<file path="config.mk">
export PLATFORM = sky130hd
export DESIGN_NAME = cptc_top
export DESIGN_NICKNAME = d
export VERILOG_FILES = /design/src/verilog/cptc_buf2.v /design/src/verilog/cptc_top.v
export VERILOG_INCLUDE_DIRS = /design/src /design/src/verilog
export SDC_FILE = /design/constraint.sdc
export NUM_CORES = 1
export LEC_CHECK = 0
export BUFFER_PORTS_ARGS = -buffer_cell sky130_fd_sc_hd__buf_2
export CAP_MARGIN = 10
export CORE_MARGIN = 3
export CORE_UTILIZATION = 45
export DETAILED_ROUTE_END_ITERATION = 10
export PLACE_DENSITY = 0.7
export SLEW_MARGIN = 20
export SYNTH_ARGS = -nofsm -noshare
export SYNTH_HDL_FRONTEND = slang
export SYNTH_HIERARCHICAL = 1
export SYNTH_SLANG_ARGS = --single-unit
export TNS_END_PERCENT = 10
</file>
<file path="constraint.sdc">
create_clock -name core_clk -period 8.4 [get_ports core_clk]
set_input_delay 1.26 -clock core_clk [delete_from_list [all_inputs] [get_ports core_clk]]
set_output_delay 1.26 -clock core_clk [all_outputs]
set_load 0.05 [all_outputs]
</file>
<file path="src/verilog/cptc_defs.vh">
`ifndef CPTC_DEFS_VH
`define CPTC_DEFS_VH

// Register numbers carried in the low nibble of the instruction byte
`define CPTC_ADDR_W 4
`define CPTC_ADDR_PCM_CTRL 4'h1
`define CPTC_ADDR_RX_DATA 4'h2
`define CPTC_ADDR_TX_DATA 4'h3
`define CPTC_ADDR_ROUTING 4'h4
`define CPTC_ADDR_TX_ST_GAIN 4'h5
`define CPTC_ADDR_OUT_GAIN 4'h6
`define CPTC_ADDR_TONE_CTRL 4'h7
`define CPTC_ADDR_TONE_PRI 4'h8
`define CPTC_ADDR_TONE_SEC 4'h9
`define CPTC_ADDR_TONE_RANGE 4'ha

// Instruction byte layout
`define CPTC_INS_READ 7
`define CPTC_INS_ADDR_HI 3
`define CPTC_FRAME_BITS 5'h10
`define CPTC_BYTE_BITS 5'h08

// pcm_interface_control bits
`define CPTC_RX_OVR 4
`define CPTC_TX_OVR 3
`define CPTC_VOICE_EN 2
`define CPTC_SLOT_PICK 1

// path_routing_control bits
`define CPTC_MIC_HI 7
`define CPTC_MIC_LO 6
`define CPTC_SIDETONE_EN 5
`define CPTC_EARPIECE_ON 4
`define CPTC_AUX_ON 3
`define CPTC_TONE_ROUTE 2
`define CPTC_SPEECH_STEER 0
`define CPTC_MIC_MUTE 2'h3

// tone_generator_control bits
`define CPTC_PRI_ON 3
`define CPTC_SEC_ON 2
`define CPTC_WAVE 1
`define CPTC_TONE_TX 0

// tone_range_control codes
`define CPTC_RANGE_STD 2'h0
`define CPTC_RANGE_HALF 2'h1
`define CPTC_RANGE_DOUBLE 2'h2

// Reset values
`define CPTC_RST_BYTE 8'h00
// Idle pin levels {cs_b, sclk, sdi, fs, bclk, dr}: clocks parked high, so no false edge after reset
`define CPTC_PIN_IDLE 6'h32

// PCM slot layout
`define CPTC_SLOT_BITS 5'h08
`define CPTC_SLOT1_START 5'h00
`define CPTC_SLOT2_START 5'h08
`define CPTC_SLOT_CNT_MAX 5'h1f

// Tone generator timing and levels
`define CPTC_CLK_HZ 200000000
`define CPTC_TONE_RATE_HZ 8000
`define CPTC_TONE_TICK_CYCLES (`CPTC_CLK_HZ / `CPTC_TONE_RATE_HZ)
`define CPTC_TONE_FULL 11'h3ff
`define CPTC_SEC_SCALE 8'hcb

`endif

</file>
<file path="src/verilog/cptc_buf2.v">
`timescale 1ns/1ps
// Two-entry buffer: output register plus one skid entry
module cptc_buf2 #(
  parameter WIDTH = 8
) (
  input wire clk,
  input wire rst_b,
  input wire in_valid,
  output reg in_ready,
  input wire [WIDTH-1:0] in_data,
  output reg out_valid,
  input wire out_ready,
  output reg [WIDTH-1:0] out_data
);
  reg [WIDTH-1:0] skid_data;

  always @(posedge clk or negedge rst_b)
  begin
    if (!rst_b)
    begin
      in_ready <= 1'b1;
      out_valid <= 1'b0;
      out_data <= {WIDTH{1'b0}};
      skid_data <= {WIDTH{1'b0}};
    end
    else if (out_ready || !out_valid)
    begin
      if (!in_ready)
      begin
        out_valid <= 1'b1;
        out_data <= skid_data;
        in_ready <= 1'b1;
      end
      else
      begin
        out_valid <= in_valid;
        out_data <= in_data;
      end
    end
    else if (in_valid && in_ready)
    begin
      // Receiver stalled: park the word, close the input
      skid_data <= in_data;
      in_ready <= 1'b0;
    end
  end
endmodule // cptc_buf2

</file>
<file path="src/verilog/cptc_top.v">
`timescale 1ns/1ps
`include "cptc_defs.vh"
module cptc_top #(
  parameter TONE_TICK_CYCLES = `CPTC_TONE_TICK_CYCLES,
  parameter TONE_W = 12
) (
  input wire core_clk,
  input wire rst_b,
  input wire ctl_cs_b,
  input wire ctl_sclk,
  input wire ctl_sdi,
  output reg ctl_sdo,
  output reg ctl_sdo_oe,
  input wire pcm_fs,
  input wire pcm_bclk,
  input wire pcm_dr,
  output reg pcm_dx,
  output reg pcm_dx_oe,
  input wire [7:0] tx_enc_data,
  output wire rx_word_valid,
  input wire rx_word_ready,
  output wire [7:0] rx_word_data,
  output reg [1:0] tx_input_select,
  output reg sidetone_on,
  output reg earpiece_output_on,
  output reg aux_output_on,
  output reg tone_route_select,
  output reg rx_speech_steer,
  output reg [3:0] tx_gain_code,
  output reg [3:0] sidetone_atten_code,
  output reg [3:0] earpiece_gain_code,
  output reg [3:0] aux_gain_code,
  output reg [3:0] tone_atten_code,
  output reg tone_to_tx_path,
  output reg [TONE_W-1:0] tone_sample
);
  reg rst_s1;
  reg rst_core_b;
  always @(posedge core_clk or negedge rst_b)
  begin
    if (!rst_b)
    begin
      rst_s1 <= 1'b0;
      rst_core_b <= 1'b0;
    end
    else
    begin
      rst_s1 <= 1'b1;
      rst_core_b <= rst_s1;
    end
  end

  // Pins: cs_b, sclk, sdi, fs, bclk, dr
  wire [5:0] pin_raw = {ctl_cs_b, ctl_sclk, ctl_sdi, pcm_fs, pcm_bclk, pcm_dr};
  reg [5:0] pin_s1;
  reg [5:0] pin_s2;
  reg [5:0] pin_d;
  always @(posedge core_clk or negedge rst_core_b)
  begin
    if (!rst_core_b)
    begin
      pin_s1 <= `CPTC_PIN_IDLE;
      pin_s2 <= `CPTC_PIN_IDLE;
      pin_d <= `CPTC_PIN_IDLE;
    end
    else
    begin
      pin_s1 <= pin_raw;
      pin_s2 <= pin_s1;
      pin_d <= pin_s2;
    end
  end
  wire cs_act = ~pin_s2[5];
  wire sclk_rise = pin_s2[4] & ~pin_d[4];
  wire sclk_fall = ~pin_s2[4] & pin_d[4];
  wire sdi_s = pin_s2[3];
  wire fs_rise = pin_s2[2] & ~pin_d[2];
  wire bclk_rise = pin_s2[1] & ~pin_d[1];
  wire bclk_fall = ~pin_s2[1] & pin_d[1];
  wire dr_s = pin_s2[0];

  reg [7:0] pcm_interface_control;
  reg [7:0] rx_channel_data;
  reg [7:0] tx_channel_data;
  reg [7:0] path_routing_control;
  reg [7:0] tx_and_sidetone_gain;
  reg [7:0] receive_output_gain;
  reg [7:0] tone_generator_control;
  reg [7:0] primary_tone_frequency;
  reg [7:0] secondary_tone_frequency;
  reg [7:0] tone_range_control;

  wire rx_channel_override = pcm_interface_control[`CPTC_RX_OVR];
  wire tx_channel_override = pcm_interface_control[`CPTC_TX_OVR];
  wire voice_en = pcm_interface_control[`CPTC_VOICE_EN];
  wire channel_slot_pick = pcm_interface_control[`CPTC_SLOT_PICK];

  // Serial control port: instruction byte then data byte
  reg [4:0] ctl_cnt;
  reg [7:0] ctl_ins;
  reg [7:0] ctl_shift;
  reg [7:0] ctl_rd_shift;
  reg ctl_wr_stb;
  reg [7:0] ctl_wr_data;
  reg [7:0] read_mux;
  wire [3:0] ctl_addr = ctl_ins[`CPTC_INS_ADDR_HI:0];
  wire [7:0] next_ins = {ctl_shift[6:0], sdi_s};

  always @*
  begin
    case (next_ins[`CPTC_INS_ADDR_HI:0])
      `CPTC_ADDR_PCM_CTRL: read_mux = pcm_interface_control;
      `CPTC_ADDR_RX_DATA: read_mux = rx_channel_data;
      `CPTC_ADDR_ROUTING: read_mux = path_routing_control;
      `CPTC_ADDR_TX_ST_GAIN: read_mux = tx_and_sidetone_gain;
      `CPTC_ADDR_OUT_GAIN: read_mux = receive_output_gain;
      `CPTC_ADDR_TONE_CTRL: read_mux = tone_generator_control;
      `CPTC_ADDR_TONE_PRI: read_mux = primary_tone_frequency;
      `CPTC_ADDR_TONE_SEC: read_mux = secondary_tone_frequency;
      `CPTC_ADDR_TONE_RANGE: read_mux = tone_range_control;
      default: read_mux = `CPTC_RST_BYTE;
    endcase
  end

  always @(posedge core_clk or negedge rst_core_b)
  begin
    if (!rst_core_b)
    begin
      ctl_cnt <= 5'h00;
      ctl_ins <= `CPTC_RST_BYTE;
      ctl_shift <= `CPTC_RST_BYTE;
      ctl_rd_shift <= `CPTC_RST_BYTE;
      ctl_wr_stb <= 1'b0;
      ctl_wr_data <= `CPTC_RST_BYTE;
      ctl_sdo <= 1'b0;
      ctl_sdo_oe <= 1'b0;
    end
    else
    begin
      ctl_wr_stb <= 1'b0;
      if (!cs_act)
      begin
        ctl_cnt <= 5'h00;
        ctl_sdo_oe <= 1'b0;
      end
      else
      begin
        if (sclk_rise && ctl_cnt != `CPTC_FRAME_BITS)
        begin
          ctl_shift <= next_ins;
          ctl_cnt <= ctl_cnt + 5'h01;
          if (ctl_cnt == `CPTC_BYTE_BITS - 5'h01)
          begin
            ctl_ins <= next_ins;
            ctl_rd_shift <= read_mux;
          end
          if (ctl_cnt == `CPTC_FRAME_BITS - 5'h01 && !ctl_ins[`CPTC_INS_READ])
          begin
            ctl_wr_stb <= 1'b1;
            ctl_wr_data <= next_ins;
          end
        end
        // Read data leaves on falling edges, MSB first
        if (sclk_fall && ctl_ins[`CPTC_INS_READ] && ctl_cnt >= `CPTC_BYTE_BITS &&
            ctl_cnt < `CPTC_FRAME_BITS)
        begin
          ctl_sdo <= ctl_rd_shift[7];
          ctl_rd_shift <= {ctl_rd_shift[6:0], 1'b0};
          ctl_sdo_oe <= 1'b1;
        end
        else if (ctl_cnt == `CPTC_FRAME_BITS && sclk_fall)
          ctl_sdo_oe <= 1'b0;
      end
    end
  end

  // PCM framing: bits counted from frame sync
  reg [4:0] pcm_cnt;
  reg [7:0] rx_shift;
  reg [7:0] tx_shift;
  reg rx_pend;
  reg [7:0] rx_pend_data;
  reg rx_capture;
  reg [7:0] rx_capture_data;
  wire [4:0] slot_start = channel_slot_pick ? `CPTC_SLOT2_START : `CPTC_SLOT1_START;
  wire in_slot = (pcm_cnt >= slot_start) && (pcm_cnt < slot_start + `CPTC_SLOT_BITS);
  wire slot_last = (pcm_cnt == slot_start + `CPTC_SLOT_BITS - 5'h01);
  wire buf_in_ready;

  always @(posedge core_clk or negedge rst_core_b)
  begin
    if (!rst_core_b)
    begin
      pcm_cnt <= `CPTC_SLOT_CNT_MAX;
      rx_shift <= `CPTC_RST_BYTE;
      tx_shift <= `CPTC_RST_BYTE;
      rx_capture <= 1'b0;
      rx_capture_data <= `CPTC_RST_BYTE;
      pcm_dx <= 1'b0;
      pcm_dx_oe <= 1'b0;
    end
    else
    begin
      rx_capture <= 1'b0;
      if (fs_rise)
        pcm_cnt <= 5'h00;
      if (bclk_rise && !fs_rise)
      begin
        if (in_slot)
          rx_shift <= {rx_shift[6:0], dr_s};
        if (in_slot && slot_last)
        begin
          rx_capture <= 1'b1;
          rx_capture_data <= {rx_shift[6:0], dr_s};
          // Let go after the last bit is sampled; a parked bit clock gives no further fall
          pcm_dx_oe <= 1'b0;
        end
        if (pcm_cnt != `CPTC_SLOT_CNT_MAX)
          pcm_cnt <= pcm_cnt + 5'h01;
      end
      if (bclk_fall)
      begin
        if (in_slot && voice_en)
        begin
          if (pcm_cnt == slot_start)
          begin
            pcm_dx <= tx_channel_override ? tx_channel_data[7] : tx_enc_data[7];
            tx_shift <= tx_channel_override ? {tx_channel_data[6:0], 1'b0} : {tx_enc_data[6:0], 1'b0};
          end
          else
          begin
            pcm_dx <= tx_shift[7];
            tx_shift <= {tx_shift[6:0], 1'b0};
          end
          pcm_dx_oe <= 1'b1;
        end
        else
          pcm_dx_oe <= 1'b0;
      end
    end
  end

  // Words wait here while the two-entry buffer is full; a newer frame overwrites
  always @(posedge core_clk or negedge rst_core_b)
  begin
    if (!rst_core_b)
    begin
      rx_pend <= 1'b0;
      rx_pend_data <= `CPTC_RST_BYTE;
    end
    else if (rx_capture && voice_en)
    begin
      rx_pend <= 1'b1;
      rx_pend_data <= rx_channel_override ? rx_channel_data : rx_capture_data;
    end
    else if (buf_in_ready)
      rx_pend <= 1'b0;
  end

  cptc_buf2 #(
    .WIDTH(8)
  ) u_rx_buf (
    .clk(core_clk),
    .rst_b(rst_core_b),
    .in_valid(rx_pend),
    .in_ready(buf_in_ready),
    .in_data(rx_pend_data),
    .out_valid(rx_word_valid),
    .out_ready(rx_word_ready),
    .out_data(rx_word_data)
  );

  // Register writes; PCM capture refreshes the receive byte unless overridden
  always @(posedge core_clk or negedge rst_core_b)
  begin
    if (!rst_core_b)
    begin
      pcm_interface_control <= `CPTC_RST_BYTE;
      rx_channel_data <= `CPTC_RST_BYTE;
      tx_channel_data <= `CPTC_RST_BYTE;
      path_routing_control <= `CPTC_RST_BYTE;
      tx_and_sidetone_gain <= `CPTC_RST_BYTE;
      receive_output_gain <= `CPTC_RST_BYTE;
      tone_generator_control <= `CPTC_RST_BYTE;
      primary_tone_frequency <= `CPTC_RST_BYTE;
      secondary_tone_frequency <= `CPTC_RST_BYTE;
      tone_range_control <= `CPTC_RST_BYTE;
    end
    else
    begin
      if (rx_capture && !rx_channel_override)
        rx_channel_data <= rx_capture_data;
      if (ctl_wr_stb)
      begin
        case (ctl_addr)
          `CPTC_ADDR_PCM_CTRL: pcm_interface_control <= ctl_wr_data;
          `CPTC_ADDR_RX_DATA: rx_channel_data <= ctl_wr_data;
          `CPTC_ADDR_TX_DATA: tx_channel_data <= ctl_wr_data;
          `CPTC_ADDR_ROUTING: path_routing_control <= ctl_wr_data;
          `CPTC_ADDR_TX_ST_GAIN: tx_and_sidetone_gain <= ctl_wr_data;
          `CPTC_ADDR_OUT_GAIN: receive_output_gain <= ctl_wr_data;
          `CPTC_ADDR_TONE_CTRL: tone_generator_control <= ctl_wr_data;
          `CPTC_ADDR_TONE_PRI: primary_tone_frequency <= ctl_wr_data;
          `CPTC_ADDR_TONE_SEC: secondary_tone_frequency <= ctl_wr_data;
          `CPTC_ADDR_TONE_RANGE: tone_range_control <= ctl_wr_data;
          default: ;
        endcase
      end
    end
  end

  // Analogue path controls
  wire [1:0] mic_sel = path_routing_control[`CPTC_MIC_HI:`CPTC_MIC_LO];
  wire tx_path_on = voice_en && (mic_sel != `CPTC_MIC_MUTE);
  always @(posedge core_clk or negedge rst_core_b)
  begin
    if (!rst_core_b)
    begin
      tx_input_select <= `CPTC_MIC_MUTE;
      sidetone_on <= 1'b0;
      earpiece_output_on <= 1'b0;
      aux_output_on <= 1'b0;
      tone_route_select <= 1'b0;
      rx_speech_steer <= 1'b0;
      tx_gain_code <= 4'h0;
      sidetone_atten_code <= 4'h0;
      earpiece_gain_code <= 4'h0;
      aux_gain_code <= 4'h0;
      tone_atten_code <= 4'h0;
      tone_to_tx_path <= 1'b0;
    end
    else
    begin
      tx_input_select <= mic_sel;
      sidetone_on <= path_routing_control[`CPTC_SIDETONE_EN] && tx_path_on;
      // Both set is illegal; earpiece wins so the outputs never fight
      earpiece_output_on <= path_routing_control[`CPTC_EARPIECE_ON];
      aux_output_on <= path_routing_control[`CPTC_AUX_ON] && !path_routing_control[`CPTC_EARPIECE_ON];
      tone_route_select <= path_routing_control[`CPTC_TONE_ROUTE];
      rx_speech_steer <= path_routing_control[`CPTC_SPEECH_STEER];
      tx_gain_code <= tx_and_sidetone_gain[7:4];
      sidetone_atten_code <= tx_and_sidetone_gain[3:0];
      earpiece_gain_code <= receive_output_gain[7:4];
      aux_gain_code <= receive_output_gain[3:0];
      tone_atten_code <= tone_generator_control[7:4];
      tone_to_tx_path <= tone_generator_control[`CPTC_TONE_TX];
    end
  end

  // Tone generator: 12-bit phase at the tone rate, step 4w gives w/0.128 Hz
  function [10:0] cptc_sine_mag;
    input [3:0] idx;
    begin
      case (idx)
        4'h0: cptc_sine_mag = 11'd50;
        4'h1: cptc_sine_mag = 11'd150;
        4'h2: cptc_sine_mag = 11'd249;
        4'h3: cptc_sine_mag = 11'd345;
        4'h4: cptc_sine_mag = 11'd438;
        4'h5: cptc_sine_mag = 11'd526;
        4'h6: cptc_sine_mag = 11'd609;
        4'h7: cptc_sine_mag = 11'd687;
        4'h8: cptc_sine_mag = 11'd758;
        4'h9: cptc_sine_mag = 11'd822;
        4'ha: cptc_sine_mag = 11'd878;
        4'hb: cptc_sine_mag = 11'd925;
        4'hc: cptc_sine_mag = 11'd964;
        4'hd: cptc_sine_mag = 11'd993;
        4'he: cptc_sine_mag = 11'd1012;
        default: cptc_sine_mag = 11'd1022;
      endcase
    end
  endfunction

  function [11:0] cptc_wave;
    input [11:0] phase;
    input sine;
    reg [10:0] mag;
    begin
      mag = `CPTC_TONE_FULL;
      if (sine)
        mag = cptc_sine_mag(phase[10] ? ~phase[9:6] : phase[9:6]);
      cptc_wave = phase[11] ? (12'h000 - {1'b0, mag}) : {1'b0, mag};
    end
  endfunction

  reg [31:0] tick_cnt;
  reg tone_tick;
  reg [11:0] pri_phase;
  reg [11:0] sec_phase;
  reg [11:0] pri_step;
  reg [11:0] sec_step;
  always @*
  begin
    case (tone_range_control[1:0])
      `CPTC_RANGE_HALF:
      begin
        pri_step = {3'h0, primary_tone_frequency, 1'b0};
        sec_step = {3'h0, secondary_tone_frequency, 1'b0};
      end
      `CPTC_RANGE_DOUBLE:
      begin
        pri_step = {1'b0, primary_tone_frequency, 3'h0};
        sec_step = {1'b0, secondary_tone_frequency, 3'h0};
      end
      default:
      begin
        pri_step = {2'h0, primary_tone_frequency, 2'h0};
        sec_step = {2'h0, secondary_tone_frequency, 2'h0};
      end
    endcase
  end

  wire pri_on = tone_generator_control[`CPTC_PRI_ON];
  wire sec_on = tone_generator_control[`CPTC_SEC_ON];
  wire sine_sel = tone_generator_control[`CPTC_WAVE];
  wire [11:0] pri_wave = cptc_wave(pri_phase, sine_sel);
  wire [11:0] sec_wave = cptc_wave(sec_phase, sine_sel);
  wire [19:0] sec_prod = {{8{sec_wave[11]}}, sec_wave} * {12'h000, `CPTC_SEC_SCALE};
  wire [11:0] sec_scaled = sec_prod[19:8];
  reg [11:0] next_tone;
  always @*
  begin
    case ({pri_on, sec_on})
      2'b01: next_tone = sec_wave;
      2'b10: next_tone = pri_wave;
      2'b11: next_tone = pri_wave + sec_scaled;
      default: next_tone = 12'h000;
    endcase
  end

  always @(posedge core_clk or negedge rst_core_b)
  begin
    if (!rst_core_b)
    begin
      tick_cnt <= 32'h0;
      tone_tick <= 1'b0;
      pri_phase <= 12'h000;
      sec_phase <= 12'h000;
      tone_sample <= {TONE_W{1'b0}};
    end
    else
    begin
      tone_tick <= 1'b0;
      if (tick_cnt >= TONE_TICK_CYCLES - 1)
      begin
        tick_cnt <= 32'h0;
        tone_tick <= 1'b1;
      end
      else
        tick_cnt <= tick_cnt + 32'h1;
      if (tone_tick)
      begin
        pri_phase <= pri_on ? pri_phase + pri_step : 12'h000;
        sec_phase <= sec_on ? sec_phase + sec_step : 12'h000;
        tone_sample <= next_tone[TONE_W-1:0];
      end
    end
  end
endmodule // cptc_top

</file>
* After elaboration in Yosys (flattened, before gate mapping) *
Memories as Yosys holds them, arrays and structs flattened.
Index checks and enable logic that the tools add are counted.

operators by class
  multipliers = 1
  multiplexer cells = 49
  add/subtract/negate cells = 10
  bitwise operators = 14
  magnitude comparators = 5
  reductions and logical operators = 49
  equal/unequal tests = 32

operators with widths
  cell                                                   number
  2-to-1 mux 8 bit                                       10
  case mux 8 bit (9 select lines)                        1
  2-to-1 mux 12 bit                                      4
  case mux 11 bit (2 select lines)                       2
  adder 12 bit                                           3
  case mux 12 bit (3 select lines)                       1
  adder 32 x 1 -> 32 bit, second input constant          1
  == test 4 x 3 -> 1 bit, second input constant          8
  >= comparator 32 x 15 -> 1 bit, second input constant  1
  2-to-1 mux 32 bit                                      1
  AND reduction 2 bit                                    16
  2-to-1 mux 5 bit                                       5
  == test 4 bit, second input constant                   6
  subtractor 1 x 11 -> 12 bit, first input constant      2
  2-to-1 mux 11 bit                                      2
  multiplier 12 x 9 -> 20 bit, second input constant     1
  2-to-1 mux 1 bit                                       20
  logical AND 1 bit                                      16
  nonzero test 2 bit                                     7
  == test 4 x 2 -> 1 bit, second input constant          3
  2-to-1 mux 4 bit                                       3
  adder 5 x 1 -> 5 bit, second input constant            2
  != test 5 bit, second input constant                   2
  AND reduction 3 bit                                    3
  other kinds (21)                                       40

storage, ports and cells
  memories kept = 2
  ROM bits = 320
  register bits after elaboration = 293
  input port bits = 17
  word-level logic and storage cells = 215
  output and inout bits = 53

memories
  name              words  width  rd ports  clocked after Yosys merged registers in  wr ports  RTL line        text
  (name not given)  16     10     1         0                                        0         cptc_top.v:354  case (idx)
  (name not given)  16     10     1         0                                        0         cptc_top.v:354

* Depth between registers and ports, before layout *
An unclocked memory read counts as a cell.

  depth after elaboration = 9
  gate-level depth with buffers = 39

* Hierarchy *
Netlist, hierarchy kept.

by module, submodules not included
  module     area each (µm²)  times used  cells each
  cptc_top   15,817.7         1           1,586
  cptc_buf2  837.1            1           49

* Worst setup path before layout *
No wires, ideal clock.

  kind = reg-to-reg
  start = register sec_phase[10]
  end = register tone_sample[11]
  data required time = 8.280 ns
  setup slack = 0.310 ns
  buffers on the path = 2
  arrival = 7.970 ns
  stages on the path, launching flop included = 38
  clock period less this slack = 8.090 ns
  cell sequence = dfrtp_1 -> buf_2 -> buf_1 -> xnor2_1 -> inv_1 -> ha_1 -> mux4_2 -> o22a_1 -> inv_1 -> ha_1 -> o211ai_1 -> nor2_1 -> a31oi_1 -> a21oi_1 -> inv_1 -> ha_1 -> ha_1 -> inv_1 -> (+2 left out) -> inv_1 -> ha_1 -> a21oi_1 -> nor2b_1 -> a311o_1 -> and2_1 -> o21a_1 -> nor2_1 -> xnor2_1 -> ha_1 -> or3_1 -> o211ai_1 -> a21oi_1 -> o21ai_0 -> nand2b_1 -> xnor3_1 -> xnor2_1 -> a41o_1

on the way
  word-level cells in the longest chain between the ends = 8

RTL lines
  what                                RTL line        text
  start: declaration                  cptc_top.v:390  reg [11:0] sec_phase;
  start signal: assignment            cptc_top.v:455  sec_phase <= sec_on ? sec_phase + sec_step : 12'h000;
  2-to-1 mux 4 bit *                  cptc_top.v:382  mag = cptc_sine_mag(phase[10] ? ~phase[9:6] : phase[9:6]);
  memory (16 x 10 bit) *              -
  2-to-1 mux 11 bit *                 cptc_top.v:381  if (sine)
  subtractor 1 x 11 -> 12 bit         cptc_top.v:383  cptc_wave = phase[11] ? (12'h000 - {1'b0, mag}) : {1'b0, mag};
  2-to-1 mux 12 bit *                 cptc_top.v:383
  multiplier 12 x 9 -> 20 bit         cptc_top.v:419  wire [19:0] sec_prod = {{8{sec_wave[11]}}, sec_wave} * {12'h000, `CPTC_SEC_SCALE};
  adder 12 bit                        cptc_top.v:427  2'b11: next_tone = pri_wave + sec_scaled;
  case mux 12 bit (3 select lines) *  cptc_top.v:424  case ({pri_on, sec_on})
  end signal: assignment              cptc_top.v:440  tone_sample <= {TONE_W{1'b0}};
  end signal: assignment              cptc_top.v:456  tone_sample <= next_tone[TONE_W-1:0];
  end: declaration                    cptc_top.v:35   output reg [TONE_W-1:0] tone_sample

Every way passes the cells marked *; elsewhere a longest branch is shown, timed or not.
A chain may end at the register's enable or synchronous reset.

* Worst setup path after layout *
  start = register sec_phase[6]
  end = register tone_sample[11]

on the way
  word-level cells in the longest chain between the ends = 9

RTL lines
  what                                RTL line
  NOT 4 bit                           cptc_top.v:382
  2-to-1 mux 4 bit *                  cptc_top.v:382
  memory (16 x 10 bit) *              -
  2-to-1 mux 11 bit *                 cptc_top.v:381
  subtractor 1 x 11 -> 12 bit         cptc_top.v:383
  2-to-1 mux 12 bit *                 cptc_top.v:383
  multiplier 12 x 9 -> 20 bit         cptc_top.v:419
  adder 12 bit                        cptc_top.v:427
  case mux 12 bit (3 select lines) *  cptc_top.v:424

Marks and branches as above.

==> results.toml <==
[detailed_routing]
route.detailed.wl_per_inst_um = 17.8
drt_first_iter_violations = 827
1st_pass_router_iterations = 5
ant_nets = 0
avgViaCountPerCell = 5.62
remaining_design_rule_violation_count = 0
detailroute.via_count = 12300
totalWireLength_um = 39100

[cts]
numClockSinks = 285
cts-buffers-inserted = 31
cts_root_buffer = "sky130_fd_sc_hd__clkbuf_16"
cts.reportedPaths.clkPinSlew_ns = 0.06
worst_skew_pair.late_latency_ns = 0.58
cts_tree = "yes"
cts.htree.levels = 1
holdBufCountCts = 0
clock_tree.buffer_depth = 3

[sta]
setup_viol = 0
total_negative_slack_for_setup_checks_ns = 0
hold_violations_final = 0
post_route_hold_slack_ns = 0.321
final_max_slew_viol_count = 0
setup_slack_ns = 0.208
part_of_the_cycle_the_worst_path_needs_pct = 97.5
finClkSkew_ns = 0.0116
timing.final.crit_period_ns = 8.19
slew_worst_pin_ns = 1.09
maxClockFrequency_mhz = 122
max-slew-margin-rel_pct = 27.0

[finish]
layoutNonFillerInstCount = 2191
final_core_utilization_pct = 52.1
fillerInstances = 3136
syn_to_final_growth_pct = 12.6
final_design_area_no_fill_mm2 = 0.0188
layout-drive-gt1-share_pct = 19.6
num_antenna_cells = 0
nets = 1858

[synth]
synthDominantCellAreaShare_pct = 40.4
postSynth.asyncResetShare_pct = 100
yosysUniqueCellTypes = 83
yosys_warnings = 6
ys_seq_area_share_pct = 42.9
yosys-mux-area-fraction_pct = 11.9
area_share_of_fa_ha_maj_cells_after_synthesis_pct = 11.4
synth_top_family_by_area = "simple AND/OR/NAND/NOR gates"
synth_edf_count = 0
parity_gate_share_of_the_synthesized_area_counting_xor_and_xnor_cells_pct = 3.92
yosys.area_share.simple_pct = 12.6
syn_area_mm2 = 0.0167
yosys_reg_bits = 285
netlist_top_cells_area = "sky130_fd_sc_hd__dfrtp_1, sky130_fd_sc_hd__ha_1, sky130_fd_sc_hd__mux2_2"
syn-instance-count = 1635
synthesized_area_fraction_occupied_by_ao_oa_aoi_and_oai_cells_pct = 12.4
ys.flop_type = "sky130_fd_sc_hd__dfrtp_1"
syn_area_cell_um2 = 10.2
yosys.area.top_type = "sky130_fd_sc_hd__dfrtp_1"

[power_and_ir_drop]
power_leakage_nw = 8.85
vdd.ir_drop.worst_v = 0.000154
finalPower_mw = 2.99
power_per_cell_area_mw_per_mm2 = 160

[place]
place_area_mm2 = 0.0175
io_buf_count = 69
place_ws_ns = 0.0922
gp_congestion = 0.926
dpl.cell_count = 2130
place_hpwl_um = 28300

[grt]
grt_antenna_before_repair = 0
grt_pass1_vias = 12100
grt_util_all_layers_pct = 19.6
wire_length_of_the_first_global_routing_pass_um = 63500
overflow = 0
grt_start_max_net_pins = 67

[floorplanning]
floorplan.io_pins = 70
die_h_um = 198
number_of_placement_rows = 69
die_area_mm2 = 0.0394
die_width_um = 198
starting_density_pct = 46.3
placeableCoreArea_mm2 = 0.0360

[setup_path]
critical_path.endpoint_type = "flip-flop"
cp.required_ns = 8.86
max_stage_delay_ns = 0.54
worst_case_reg_to_reg_path_depth = 33
worst-path-max-fanout = 5
worst-setup-path-type = "reg -> reg"
worst_setup_path_start_kind = "flip-flop"
timing.critical_path.arrival_ns = 8.65
critical_path_cell_count = 33
critical_path.top_delay_family = "compound AO/OA/AOI/OAI gates"
cp_slowest_cell = "sky130_fd_sc_hd__o41ai_2"
critical_path.n_buffers_inverters = 4

[status]
outcome = "completed"

[run]
drv.max_cap_violation_count = 0

[hold_path]
worstHoldPathType = "reg -> async"
-- worst reg2reg max path, delay by kind of cell, from the launching register on --
family          cells  cell delay (ns)
compound gates     11             2.60
fa+ha+maj           8             2.53
xor+xnor            5             1.13
simple gates        4             0.65
mux                 1             0.46
flops               1             0.44
buf+inv             4             0.27
-- timing repair --
action | in CTS | in global routing
endpoints found under the hold margin | 0 | 0
endpoints found under the setup margin | 0 | 6
setup buffers | 0 | 3
gates resized for setup | 0 | 32
-- registers in the layout, summed over array words and instances, names as in the netlist, 11 cells and up --
name         cells
pri_phase       11
sec_phase       11
tick_cnt        32
tone_sample     12
-- final timing paths --
path                       slack (ns)    startpoint                        end
max                              0.21  sec_phase[6]            tone_sample[11]
min                              0.32    rst_core_b               tick_cnt[25]
max reg2reg                      0.21  sec_phase[6]            tone_sample[11]
min reg2reg                      0.32    rst_core_b               tick_cnt[25]
max in group asynchronous        6.10    rst_core_b  tone_generator_control[5]
min in group core_clk            0.35        rst_s1                 rst_core_b
-- placed cells by master, fill, tap and decap left out, drive strengths merged, types with 7 or more instances in the layout --
cell    count
dfstp      16
mux2      134
nand3b      9
xor2       24
o31ai      11
dfrtp     269
a21oi      55
clkbuf     50
a221o       7
nor4        8
and3        8
and2        9
ha        110
inv       131
clkinv      7
a21o        9
conb       18
a22o        7
a221oi     10
nand4       7
o211ai     10
nand3      24
nor2b      23
a31oi       9
a22oi      22
or3        11
fa         26
mux2i      36
buf        98
xnor2      48
o32ai       8
nand2b     17
nor3       25
nor2      120
o22ai      10
nand2     154
o21a        8
o21ai     104
-- kinds of logic (layout without fill, tap and decap cells) --
kind of cell,count (synthesis),count (layout)
DFF,285,285
buffers and inverters,209,288
and+or+nand+nor,441,441
muxes,172,172
AOI/OAI and AO/OA,317,317
other,2,18
adders and majority gates,136,136
xor gates and xnor gates,73,73
-- synthesized netlist by cell type (10+ instances only) --
cell type / n
sky130_fd_sc_hd__o31ai_1: 11
sky130_fd_sc_hd__inv_1: 128
sky130_fd_sc_hd__mux2i_1: 36
sky130_fd_sc_hd__nand2_1: 154
sky130_fd_sc_hd__nand3_1: 24
sky130_fd_sc_hd__dfrtp_1: 269
sky130_fd_sc_hd__nor2b_1: 23
sky130_fd_sc_hd__nand2b_1: 17
sky130_fd_sc_hd__clkbuf_1: 58
sky130_fd_sc_hd__a21oi_1: 55
sky130_fd_sc_hd__a221oi_1: 10
sky130_fd_sc_hd__o211ai_1: 10
sky130_fd_sc_hd__fa_1: 26
sky130_fd_sc_hd__o21ai_0: 104
sky130_fd_sc_hd__xnor2_1: 48
sky130_fd_sc_hd__xor2_1: 24
sky130_fd_sc_hd__nor3_1: 24
sky130_fd_sc_hd__mux2_2: 118
sky130_fd_sc_hd__nor2_1: 120
sky130_fd_sc_hd__ha_1: 110
sky130_fd_sc_hd__dfstp_2: 16
sky130_fd_sc_hd__mux2_4: 16
sky130_fd_sc_hd__o22ai_1: 10
sky130_fd_sc_hd__a22oi_1: 22
sky130_fd_sc_hd__or3_1: 11
-- routing by layer --
layer  track usage, %  part of all wire (%)  vias up
li1                 -                     -     5840
met1             28.7                    47     6107
met2             31.1                    46      315
met3             2.54                   4.7       60
met4             5.29                   2.0        0
met5                0                     0        -
-- layout make-up --
cell class / count / area, µm² / area share (%)
multi-input combinational: 1157 / 8920 / 47.6
sequential: 285 / 7160 / 38.2
clock buffer: 50 / 927 / 4.94
tap: 461 / 577 / 3.08
timing repair buffer: 98 / 563 / 3.00
inverter: 132 / 495 / 2.64
clock inverter: 8 / 113 / 0.600
-- power by group --
part           leakage, nW  switching (mW)  total, mW  internal, mW
sequential            3.79          0.0576       1.47          1.42
combinational         4.55          0.0890      0.149        0.0598
clock                0.511           0.553       1.37         0.816
No activity file was read; power rests on OpenSTA's default activity.
